**src/design/aamr_pkg.sv**
```systemverilog
// Constants shared by the converter amplifier, multiplexer and result register slice
package aamr_pkg;
	// Bus geometry
	localparam int          ADDR_W          = 8;
	localparam int          DATA_W          = 32;
	localparam int          STRB_W          = DATA_W / 8;
	localparam int          IDX_MSB         = 7;
	localparam int          IDX_LSB         = 2;
	// Register indices; byte address is four times the index
	localparam logic [5:0]  IDX_AMP_CTRL    = 6'h0B;
	localparam logic [5:0]  IDX_POS_SEL     = 6'h0C;
	localparam logic [5:0]  IDX_NEG_SEL     = 6'h0D;
	localparam logic [5:0]  IDX_RES0        = 6'h10;
	localparam logic [5:0]  IDX_RES1        = IDX_RES0 + 6'h01;
	localparam logic [5:0]  IDX_RES2        = IDX_RES0 + 6'h02;
	localparam logic [5:0]  IDX_RES3        = IDX_RES0 + 6'h03;
	localparam logic [5:0]  IDX_SAMP0       = 6'h14;
	localparam logic [5:0]  IDX_SAMP1       = IDX_SAMP0 + 6'h01;
	// Amplifier control fields
	localparam int          GAIN_MSB        = 7;
	localparam int          GAIN_LSB        = 5;
	localparam int          BIAS_MSB        = 4;
	localparam int          BIAS_LSB        = 3;
	localparam int          DUR_MSB         = 2;
	localparam int          DUR_LSB         = 1;
	localparam int          AMP_EN_BIT      = 0;
	localparam logic [7:0]  AMP_CTRL_RST    = 8'h04;
	localparam int          GAIN_CODES      = 5;
	localparam int          BIAS_CODES      = 4;
	// Sample duration in converter clock cycles per duration code
	localparam logic [1:0]  DUR_CODE_6      = 2'h0;
	localparam logic [1:0]  DUR_CODE_15     = 2'h1;
	localparam logic [1:0]  DUR_CODE_20     = 2'h2;
	localparam logic [4:0]  DUR_CYC_6       = 5'h06;
	localparam logic [4:0]  DUR_CYC_15      = 5'h0F;
	localparam logic [4:0]  DUR_CYC_20      = 5'h14;
	// Multiplexer fields and codes
	localparam int          VIA_MSB         = 7;
	localparam int          VIA_LSB         = 6;
	localparam int          SEL_MSB         = 5;
	localparam logic [1:0]  VIA_DIRECT      = 2'h0;
	localparam logic [1:0]  VIA_AMP         = 2'h1;
	localparam logic [1:0]  VIA_RST         = 2'h0;
	localparam logic [5:0]  SEL_RST         = 6'h00;
	localparam logic [5:0]  SEL_GND_DEFAULT = 6'h00;
	localparam logic [5:0]  SEL_GND         = 6'h30;
	localparam logic [5:0]  SEL_SUPPLY      = 6'h31;
	localparam logic [5:0]  SEL_TEMP        = 6'h32;
	localparam logic [5:0]  SEL_DACREF      = 6'h33;
	localparam int          POS_PINS        = 15;
	localparam int          NEG_PINS        = 7;
	// Start-trigger code for a positive selector write
	localparam logic [2:0]  START_POS_WRITE = 3'h2;
	// Bus responses
	localparam logic [1:0]  RESP_OKAY       = 2'h0;
	localparam logic [1:0]  RESP_DECERR     = 2'h3;
endpackage

```
**src/design/aamr_regs.sv**
```systemverilog
// Amplifier control, input multiplexer and result registers behind an AXI4-Lite slave
`timescale 1ns/1ns
module aamr_regs (
	input  wire logic                           clock_i,
	input  wire logic                           reset_n_i,
	input  wire logic [aamr_pkg::ADDR_W-1:0]    s_axi_awaddr_i,
	input  wire logic                           s_axi_awvalid_i,
	output logic                                s_axi_awready_o,
	input  wire logic [aamr_pkg::DATA_W-1:0]    s_axi_wdata_i,
	input  wire logic [aamr_pkg::STRB_W-1:0]    s_axi_wstrb_i,
	input  wire logic                           s_axi_wvalid_i,
	output logic                                s_axi_wready_o,
	output logic [1:0]                          s_axi_bresp_o,
	output logic                                s_axi_bvalid_o,
	input  wire logic                           s_axi_bready_i,
	input  wire logic [aamr_pkg::ADDR_W-1:0]    s_axi_araddr_i,
	input  wire logic                           s_axi_arvalid_i,
	output logic                                s_axi_arready_o,
	output logic [aamr_pkg::DATA_W-1:0]         s_axi_rdata_o,
	output logic [1:0]                          s_axi_rresp_o,
	output logic                                s_axi_rvalid_o,
	input  wire logic                           s_axi_rready_i,
	input  wire logic                           low_latency_ctrl_i,
	input  wire logic [2:0]                     start_trigger_sel_i,
	input  wire logic                           result_valid_i,
	input  wire logic [31:0]                    result_data_i,
	input  wire logic                           sample_valid_i,
	input  wire logic [15:0]                    sample_data_i,
	output logic                                conversion_start_o,
	output logic [aamr_pkg::GAIN_CODES-1:0]     amp_gain_sel_o,
	output logic [aamr_pkg::BIAS_CODES-1:0]     amp_bias_current_sel_o,
	output logic [4:0]                          amp_sample_duration_o,
	output logic                                amp_power_o,
	output logic                                route_direct_o,
	output logic                                route_amp_o,
	output logic                                pos_gnd_o,
	output logic [aamr_pkg::POS_PINS-1:0]       pos_analog_pin_inputs_o,
	output logic                                pos_supply_div10_input_o,
	output logic                                pos_temp_sensor_input_o,
	output logic                                pos_comparator_dac_ref_o,
	output logic                                neg_gnd_o,
	output logic [aamr_pkg::NEG_PINS-1:0]       neg_analog_pin_inputs_o,
	output logic                                neg_supply_div10_input_o,
	output logic                                neg_comparator_dac_ref_o
);
	import aamr_pkg::*;

	// Bus state
	logic                 awready_r, awready_nxt, wready_r, wready_nxt;
	logic                 aw_held_r, aw_held_nxt, w_held_r, w_held_nxt;
	logic [5:0]           aw_idx_r, aw_idx_nxt;
	logic [7:0]           wbyte_r, wbyte_nxt;
	logic                 wstrb0_r, wstrb0_nxt;
	logic                 bvalid_r, bvalid_nxt;
	logic [1:0]           bresp_r, bresp_nxt;
	logic                 arready_r, arready_nxt, rvalid_r, rvalid_nxt;
	logic [DATA_W-1:0]    rdata_r, rdata_nxt;
	logic [1:0]           rresp_r, rresp_nxt;
	logic                 wr_fire;
	logic [5:0]           ar_idx;
	// Register storage
	logic [7:0]           amp_ctrl_r, amp_ctrl_nxt;
	logic [1:0]           via_r, via_nxt;
	logic [5:0]           pos_code_r, pos_code_nxt, neg_code_r, neg_code_nxt;
	logic [31:0]          result_r, result_nxt;
	logic [15:0]          sample_r, sample_nxt;
	logic                 start_r, start_nxt;

	assign wr_fire = aw_held_r & w_held_r & ~bvalid_r;
	assign ar_idx  = s_axi_araddr_i[IDX_MSB:IDX_LSB];

	// Write channel: address and data taken in either order, answered once both are in
	always_comb begin
		aw_held_nxt = aw_held_r;
		w_held_nxt  = w_held_r;
		aw_idx_nxt  = aw_idx_r;
		wbyte_nxt   = wbyte_r;
		wstrb0_nxt  = wstrb0_r;
		bvalid_nxt  = bvalid_r;
		bresp_nxt   = bresp_r;
		if (s_axi_awvalid_i && awready_r) begin
			aw_held_nxt = 1'b1;
			aw_idx_nxt  = s_axi_awaddr_i[IDX_MSB:IDX_LSB];
		end
		if (s_axi_wvalid_i && wready_r) begin
			w_held_nxt = 1'b1;
			wbyte_nxt  = s_axi_wdata_i[7:0];
			wstrb0_nxt = s_axi_wstrb_i[0];
		end
		if (wr_fire) begin
			aw_held_nxt = 1'b0;
			w_held_nxt  = 1'b0;
			bvalid_nxt  = 1'b1;
			case (aw_idx_r)
				IDX_AMP_CTRL, IDX_POS_SEL, IDX_NEG_SEL,
				IDX_RES0, IDX_RES1, IDX_RES2, IDX_RES3,
				IDX_SAMP0, IDX_SAMP1: bresp_nxt = RESP_OKAY;
				default: bresp_nxt = RESP_DECERR;
			endcase
		end else if (bvalid_r && s_axi_bready_i) begin
			bvalid_nxt = 1'b0;
		end
		// One write at a time: no new address or data until the answer is taken
		awready_nxt = ~aw_held_nxt & ~bvalid_nxt;
		wready_nxt  = ~w_held_nxt & ~bvalid_nxt;
	end

	always_ff @(posedge clock_i or negedge reset_n_i) begin
		if (!reset_n_i) begin
			awready_r <= 1'b0;
			wready_r  <= 1'b0;
			aw_held_r <= 1'b0;
			w_held_r  <= 1'b0;
			aw_idx_r  <= 6'h00;
			wbyte_r   <= 8'h00;
			wstrb0_r  <= 1'b0;
			bvalid_r  <= 1'b0;
			bresp_r   <= RESP_OKAY;
		end else begin
			awready_r <= awready_nxt;
			wready_r  <= wready_nxt;
			aw_held_r <= aw_held_nxt;
			w_held_r  <= w_held_nxt;
			aw_idx_r  <= aw_idx_nxt;
			wbyte_r   <= wbyte_nxt;
			wstrb0_r  <= wstrb0_nxt;
			bvalid_r  <= bvalid_nxt;
			bresp_r   <= bresp_nxt;
		end
	end

	// Read channel: data muxed straight from the address at the taking edge
	always_comb begin
		rvalid_nxt = rvalid_r;
		rdata_nxt  = rdata_r;
		rresp_nxt  = rresp_r;
		if (s_axi_arvalid_i && arready_r) begin
			rvalid_nxt = 1'b1;
			rresp_nxt  = RESP_OKAY;
			case (ar_idx)
				IDX_AMP_CTRL: rdata_nxt = {24'h000000, amp_ctrl_r};
				IDX_POS_SEL:  rdata_nxt = {24'h000000, via_r, pos_code_r};
				IDX_NEG_SEL:  rdata_nxt = {24'h000000, via_r, neg_code_r};
				IDX_RES0:     rdata_nxt = {24'h000000, result_r[7:0]};
				IDX_RES1:     rdata_nxt = {24'h000000, result_r[15:8]};
				IDX_RES2:     rdata_nxt = {24'h000000, result_r[23:16]};
				IDX_RES3:     rdata_nxt = {24'h000000, result_r[31:24]};
				IDX_SAMP0:    rdata_nxt = {24'h000000, sample_r[7:0]};
				IDX_SAMP1:    rdata_nxt = {24'h000000, sample_r[15:8]};
				default: begin
					rdata_nxt = 32'h00000000;
					rresp_nxt = RESP_DECERR;
				end
			endcase
		end else if (rvalid_r && s_axi_rready_i) begin
			rvalid_nxt = 1'b0;
		end
		arready_nxt = ~rvalid_nxt;
	end

	always_ff @(posedge clock_i or negedge reset_n_i) begin
		if (!reset_n_i) begin
			arready_r <= 1'b0;
			rvalid_r  <= 1'b0;
			rdata_r   <= 32'h00000000;
			rresp_r   <= RESP_OKAY;
		end else begin
			arready_r <= arready_nxt;
			rvalid_r  <= rvalid_nxt;
			rdata_r   <= rdata_nxt;
			rresp_r   <= rresp_nxt;
		end
	end

	// Register file; reserved codes are kept as written and simply decode to nothing
	always_comb begin
		amp_ctrl_nxt = amp_ctrl_r;
		via_nxt      = via_r;
		pos_code_nxt = pos_code_r;
		neg_code_nxt = neg_code_r;
		result_nxt   = result_r;
		sample_nxt   = sample_r;
		start_nxt    = 1'b0;
		if (wr_fire && wstrb0_r) begin
			case (aw_idx_r)
				IDX_AMP_CTRL: amp_ctrl_nxt = wbyte_r;
				IDX_POS_SEL: begin
					via_nxt      = wbyte_r[VIA_MSB:VIA_LSB];
					pos_code_nxt = wbyte_r[SEL_MSB:0];
					start_nxt    = (start_trigger_sel_i == START_POS_WRITE);
				end
				IDX_NEG_SEL: begin
					via_nxt      = wbyte_r[VIA_MSB:VIA_LSB];
					neg_code_nxt = wbyte_r[SEL_MSB:0];
				end
				default: ;
			endcase
		end
		// Conversion paths own these; bus writes to them are dropped
		if (result_valid_i) begin
			result_nxt = result_data_i;
		end
		if (sample_valid_i) begin
			sample_nxt = sample_data_i;
		end
	end

	always_ff @(posedge clock_i or negedge reset_n_i) begin
		if (!reset_n_i) begin
			amp_ctrl_r <= AMP_CTRL_RST;
			via_r      <= VIA_RST;
			pos_code_r <= SEL_RST;
			neg_code_r <= SEL_RST;
			result_r   <= 32'h00000000;
			sample_r   <= 16'h0000;
			start_r    <= 1'b0;
		end else begin
			amp_ctrl_r <= amp_ctrl_nxt;
			via_r      <= via_nxt;
			pos_code_r <= pos_code_nxt;
			neg_code_r <= neg_code_nxt;
			result_r   <= result_nxt;
			sample_r   <= sample_nxt;
			start_r    <= start_nxt;
		end
	end

	// Decoded analog controls, registered so the analog side sees no glitches
	logic [GAIN_CODES-1:0] gain_nxt, gain_r;
	logic [BIAS_CODES-1:0] bias_nxt, bias_r;
	logic [POS_PINS-1:0]   pos_pin_nxt, pos_pin_r;
	logic [NEG_PINS-1:0]   neg_pin_nxt, neg_pin_r;
	logic [4:0]            dur_nxt, dur_r;
	logic [9:0]            misc_nxt, misc_r;

	// One-hot decodes per code, per pin
	genvar gi;
	generate
		for (gi = 0; gi < POS_PINS; gi++) begin : g_pos_pin
			assign pos_pin_nxt[gi] = (pos_code_r == 6'(gi + 1));
			if (gi < NEG_PINS) begin : g_neg_pin
				assign neg_pin_nxt[gi] = (neg_code_r == 6'(gi + 1));
			end
			if (gi < GAIN_CODES) begin : g_gain
				assign gain_nxt[gi] = (amp_ctrl_r[GAIN_MSB:GAIN_LSB] == 3'(gi));
			end
			if (gi < BIAS_CODES) begin : g_bias
				assign bias_nxt[gi] = (amp_ctrl_r[BIAS_MSB:BIAS_LSB] == 2'(gi));
			end
		end
	endgenerate

	always_comb begin
		case (amp_ctrl_r[DUR_MSB:DUR_LSB])
			DUR_CODE_6:  dur_nxt = DUR_CYC_6;
			DUR_CODE_15: dur_nxt = DUR_CYC_15;
			DUR_CODE_20: dur_nxt = DUR_CYC_20;
			default:     dur_nxt = 5'h00;
		endcase
		misc_nxt[0] = amp_ctrl_r[AMP_EN_BIT] & ((via_r == VIA_AMP) | low_latency_ctrl_i);
		misc_nxt[1] = (via_r == VIA_DIRECT);
		misc_nxt[2] = (via_r == VIA_AMP);
		misc_nxt[3] = (pos_code_r == SEL_GND_DEFAULT) | (pos_code_r == SEL_GND);
		misc_nxt[4] = (pos_code_r == SEL_SUPPLY);
		misc_nxt[5] = (pos_code_r == SEL_TEMP);
		misc_nxt[6] = (pos_code_r == SEL_DACREF);
		misc_nxt[7] = (neg_code_r == SEL_GND_DEFAULT) | (neg_code_r == SEL_GND);
		misc_nxt[8] = (neg_code_r == SEL_SUPPLY);
		misc_nxt[9] = (neg_code_r == SEL_DACREF);
	end

	always_ff @(posedge clock_i or negedge reset_n_i) begin
		if (!reset_n_i) begin
			gain_r    <= 5'h01;      // Decode of the reset control byte, no step at release
			bias_r    <= 4'h1;
			pos_pin_r <= '0;
			neg_pin_r <= '0;
			dur_r     <= DUR_CYC_20;
			misc_r    <= 10'h08A;    // Direct route and both grounds, as the reset codes decode
		end else begin
			gain_r    <= gain_nxt;
			bias_r    <= bias_nxt;
			pos_pin_r <= pos_pin_nxt;
			neg_pin_r <= neg_pin_nxt;
			dur_r     <= dur_nxt;
			misc_r    <= misc_nxt;
		end
	end

	// Port assignments, all from flip-flops
	assign s_axi_awready_o          = awready_r;
	assign s_axi_wready_o           = wready_r;
	assign s_axi_bvalid_o           = bvalid_r;
	assign s_axi_bresp_o            = bresp_r;
	assign s_axi_arready_o          = arready_r;
	assign s_axi_rvalid_o           = rvalid_r;
	assign s_axi_rdata_o            = rdata_r;
	assign s_axi_rresp_o            = rresp_r;
	assign conversion_start_o       = start_r;
	assign amp_gain_sel_o           = gain_r;
	assign amp_bias_current_sel_o   = bias_r;
	assign amp_sample_duration_o    = dur_r;
	assign amp_power_o              = misc_r[0];
	assign route_direct_o           = misc_r[1];
	assign route_amp_o              = misc_r[2];
	assign pos_gnd_o                = misc_r[3];
	assign pos_supply_div10_input_o = misc_r[4];
	assign pos_temp_sensor_input_o  = misc_r[5];
	assign pos_comparator_dac_ref_o = misc_r[6];
	assign neg_gnd_o                = misc_r[7];
	assign neg_supply_div10_input_o = misc_r[8];
	assign neg_comparator_dac_ref_o = misc_r[9];
	assign pos_analog_pin_inputs_o  = pos_pin_r;
	assign neg_analog_pin_inputs_o  = neg_pin_r;
endmodule // aamr_regs

```
**config.mk**
```make
export PLATFORM = sky130hd
export DESIGN_NAME = aamr_regs
export DESIGN_NICKNAME = d
export VERILOG_FILES = /design/src/design/aamr_pkg.sv /design/src/design/aamr_regs.sv
export SDC_FILE = /design/constraint.sdc
export NUM_CORES = 1
export LEC_CHECK = 0
export BUFFER_PORTS_ARGS = -buffer_cell sky130_fd_sc_hd__buf_2
export CAP_MARGIN = 20
export CORE_ASPECT_RATIO = 0.75
export CORE_MARGIN = 3
export CORE_UTILIZATION = 55
export DETAILED_ROUTE_END_ITERATION = 8
export PLACE_DENSITY_LB_ADDON = 0.05
export SLEW_MARGIN = 20
export SYNTH_ARGS = -nofsm -noshare
export SYNTH_HDL_FRONTEND = slang
export SYNTH_SLANG_ARGS = --single-unit
```
**constraint.sdc**
```tcl
create_clock -name clock_i -period 3.7 [get_ports clock_i]
set_clock_uncertainty 0.2 [all_clocks]
set_input_delay 0.37 -clock clock_i [delete_from_list [all_inputs] [get_ports clock_i]]
set_output_delay 0.37 -clock clock_i [all_outputs]
set_load 0.05 [all_outputs]
```
==> metrics.md <==
| Metric | Value |
|---|---|
| Initial Utilization | 0.570 |
| Gr usage total | 0.227 |
| CTS Buffer Depth | 2 |
| Number of setup buffers added after CTS | 0 |
| VDD IR max | approximately 0.00049 V |
| Final setup fails | 0 |
| Vias per cell | about 5.2 |
| Reg2reg path depth | 4 |
| Crit-path max FO | 7 |
| Top FF cell, synth | dfrtp_1 |
| Setup crit end kind | register |
| Die area | 12800 um2 |
| Synth unique cells | approximately 50 |
| I/O pin cnt | between 200 and 250 |
| Comb power frac | 0.231 |
| Nets | 801 |
| Post-route ant nets | 0 |
| Number of global-route vias before repair | between 4000 and 5000 |
| Worst EP arrival | 2420 ps |
| Sink Count | 148 |
| Core area | about 11000 um2 |
| Worst Path Class, Setup | reg -> reg |
| GPL Wtd Cong | slightly below 0.9 |
| Startpoint Class | register |
| H-tree level count | 4 |
| CP delay by family, top | simple AND/OR/NAND/NOR gates |
| RSZ-0062 raised after global routing | no |
| Crit path buffers/inverters | 0 |
| WL/cell | ~17 um |
| HPWL Detailed | ~9500 um |
| Clock power frac | 0.336 |
| Flops & latches, synth | approximately 150 |
| Worst-path clk slew | 60 ps |
| CTS tree | done |
| R2R setup slack | about 1400 ps |
| First-pass DRT Iterations | 4 |
| WL final | roughly 14000 um |
| Max Freq | about 0.43 GHz |
| Ys async rst share | 1.00 |
| Clock root buffer | clkbuf_16 |
| Layout cells sized above 1 | 0.395 |
| Global-route wire length before repair | between 20000 and 25000 um |
| Sequential Power Share | 0.433 |
| GR Overflow Total | 0 |
| Gate Count Post-Synth | about 490 |
| Max cap viols | 0 |
| EDFF count, synth | 0 |
| Iter 0 DRT Violations | ~240 |
| Result of the run | finished clean |
| Remaining DRCs | 0 |
| CP Depth | 4 |
| PD cells | between 600 and 700 nW/um2 |
| Headroom to the max-slew limit | 0.526 |
| Synthesis Warnings | 0 |
| Die W | 130 um |
| Largest net degree at the start of global routing | 78 |
| Hold path depth | 2 |
| Row cnt | 33 |
| Fraction of the yosys area taken by sequential cells | 0.588 |
| Vias | approximately 4400 |
| Setup TNS | 0 ps |
| Slowest-stage cell, CP | nor2b_1 |
| Leakage | about 0.004 uW |
| Sw Share | 0.328 |
| Clk Latency, worst-skew pair | slightly above 400 ps |
| Actual slew at the worst max-slew pin | between 700 and 800 ps |
| CTS buffer count | 17 |
| Syn avg cell area | 13.0 um2 |
| Final period util | 0.630 |
| Antenna cells | 0 |
| P_sw | approximately 1700 uW |
| Post-route minimum period | 2330 ps |
| Fillcell total | roughly 760 |
| Layout area overhead | 29.9% |
| Total power | between 5000 and 6000 uW |
| Pint | about 3400 uW |
| Max incr delay on CP | slightly above 600 ps |
| Antenna violations before repair | 0 |
| Final Max Tran Viols | 0 |
| Cell Chain, Critical Path | nand3b_4, nor4_4, nor2b_1, mux2_1 |
| Worst hold path class | in -> reg |
| Mapped Area | roughly 6300 um2 |
| Req. time, crit path | ~3800 ps |
| Die height | roughly 99 um |
| Port bufs | 145 |
| Hold Vio Cnt, Final | 0 |
cell usage in the layout, fill, tap and decap left out, types with 13 or more instances in the layout:
cell / n
dlygate4sd3_1: 61
conb_1: 24
nor3_1: 20
clkbuf_16: 17
mux2_2: 69
o211ai_1: 14
buf_2: 144
inv_1: 14
nor2_1: 31
nand2_1: 27
o21ai_0: 13
dfrtp_1: 140
worst paths after layout:
path	from	to
min in group asynchronous	reset_n_i	sample_r[11]
worst min register to register	amp_ctrl_r[1]	amp_sample_duration_o[4]
worst max-delay path	s_axi_bvalid_o	pos_code_r[0]
worst min-delay path	result_data_i[14]	result_r[14]
worst max register to register	s_axi_bvalid_o	pos_code_r[0]
max in group asynchronous	reset_n_i	misc_r[1]
layout make-up:
class | count | area, um2 | share of cell area
sequential | 148 | 3710 | 0.453
multi-input combinational | 298 | 2310 | 0.282
timing repair buffer | 209 | 1370 | 0.166
clock buffer | 19 | 453 | 0.0552
tap | 140 | 175 | 0.0214
clock inverter | 13 | 133 | 0.0162
inverter | 14 | 52.6 | 0.00641
synth_stat cells (2+ instances only):
cell type | n | share of area
nor4_4 | 2 | 0.0067
buf_4 | 29 | 0.034
o211ai_1 | 14 | 0.017
and2_1 | 10 | 0.0099
mux2_2 | 69 | 0.12
dfstp_2 | 8 | 0.033
xnor2_1 | 2 | 0.0028
clkbuf_1 | 12 | 0.0071
mux2i_1 | 6 | 0.0095
buf_1 | 3 | 0.0018
nand2_1 | 27 | 0.016
nand2_2 | 2 | 0.0020
or2b_1 | 3 | 0.0036
nand3_1 | 2 | 0.0016
nand4b_1 | 2 | 0.0028
o21ai_0 | 13 | 0.010
and3_1 | 2 | 0.0020
buf_2 | 3 | 0.0024
nand2b_1 | 5 | 0.0050
inv_1 | 14 | 0.0083
a221oi_1 | 7 | 0.0097
buf_6 | 3 | 0.0054
nor2_1 | 31 | 0.018
o21a_1 | 3 | 0.0036
a2111oi_0 | 2 | 0.0028
nor3b_1 | 7 | 0.0083
nor3_1 | 20 | 0.016
nand3b_1 | 6 | 0.0071
dfrtp_1 | 140 | 0.56
mux4_2 | 8 | 0.029
nor2b_1 | 5 | 0.0050
a21oi_1 | 3 | 0.0024
mux2_1 | 6 | 0.011
state kept, by name (all words and copies together) (netlist names), 4 cells and up:
name                     cells
misc_r                      10
neg_analog_pin_inputs_o      7
wbyte_r                      8
s_axi_rdata_o                8
result_r                    32
sample_r                    16
amp_sample_duration_o        4
amp_gain_sel_o               5
pos_analog_pin_inputs_o     15
amp_ctrl_r                   8
neg_code_r                   6
aw_idx_r                     6
amp_bias_current_sel_o       4
pos_code_r                   6
routing by layer:
layer  global-route usage  share of wire  vias to the layer above
met1                0.321           0.46                     2181
met2                0.348           0.46                      150
met5                    0              0                        -
met3               0.0590          0.059                       24
li1                     -              -                     2058
met4               0.0735          0.018                        0
through the flow:
stage / setup slack [ps] / cell area [um2] / util / hold WS (ps) / std cells
2_1_floorplan: 1570 / 6400 / - / -126 / 510
3_5_place_dp: 1230 / 7000 / 0.633 / 248 / 748
6_report: 1370 / 8200 / 0.741 / 6.95 / 841
3_3_place_gp: 1240 / 7000 / 0.633 / 241 / 748
5_1_grt: 1180 / 8200 / 0.741 / 9.62 / 841
4_1_cts: 1330 / 8200 / 0.741 / 0.523 / 841
logic make-up after synthesis:
kind of cell,count (synthesis),synth area share
xor gates and xnor gates,3,0.00416
AOI/OAI and AO/OA,47,0.0525
and+or+nand+nor,135,0.123
buffers and inverters,64,0.0595
DFF,148,0.588
muxes,89,0.172
other,1,0.000594
timing repair:
action	in CTS	in global routing
endpoints found under the hold margin	132	0
gates resized for setup	0	0
hold buffers	61	0
power groups by stage:
| stage | clock network, uW | logic [uW] | registers (uW) |
|---|---|---|---|
| floorplan | 0 | 634 | 2400 |
| global placement | 0 | 1090 | 2190 |
| detailed placement | 0 | 1110 | 2210 |
| CTS | 1710 | 1170 | 2180 |
| global route | 1770 | 1260 | 2230 |
| finish | 1690 | 1160 | 2180 |
Power figures use the tool's default switching activity.
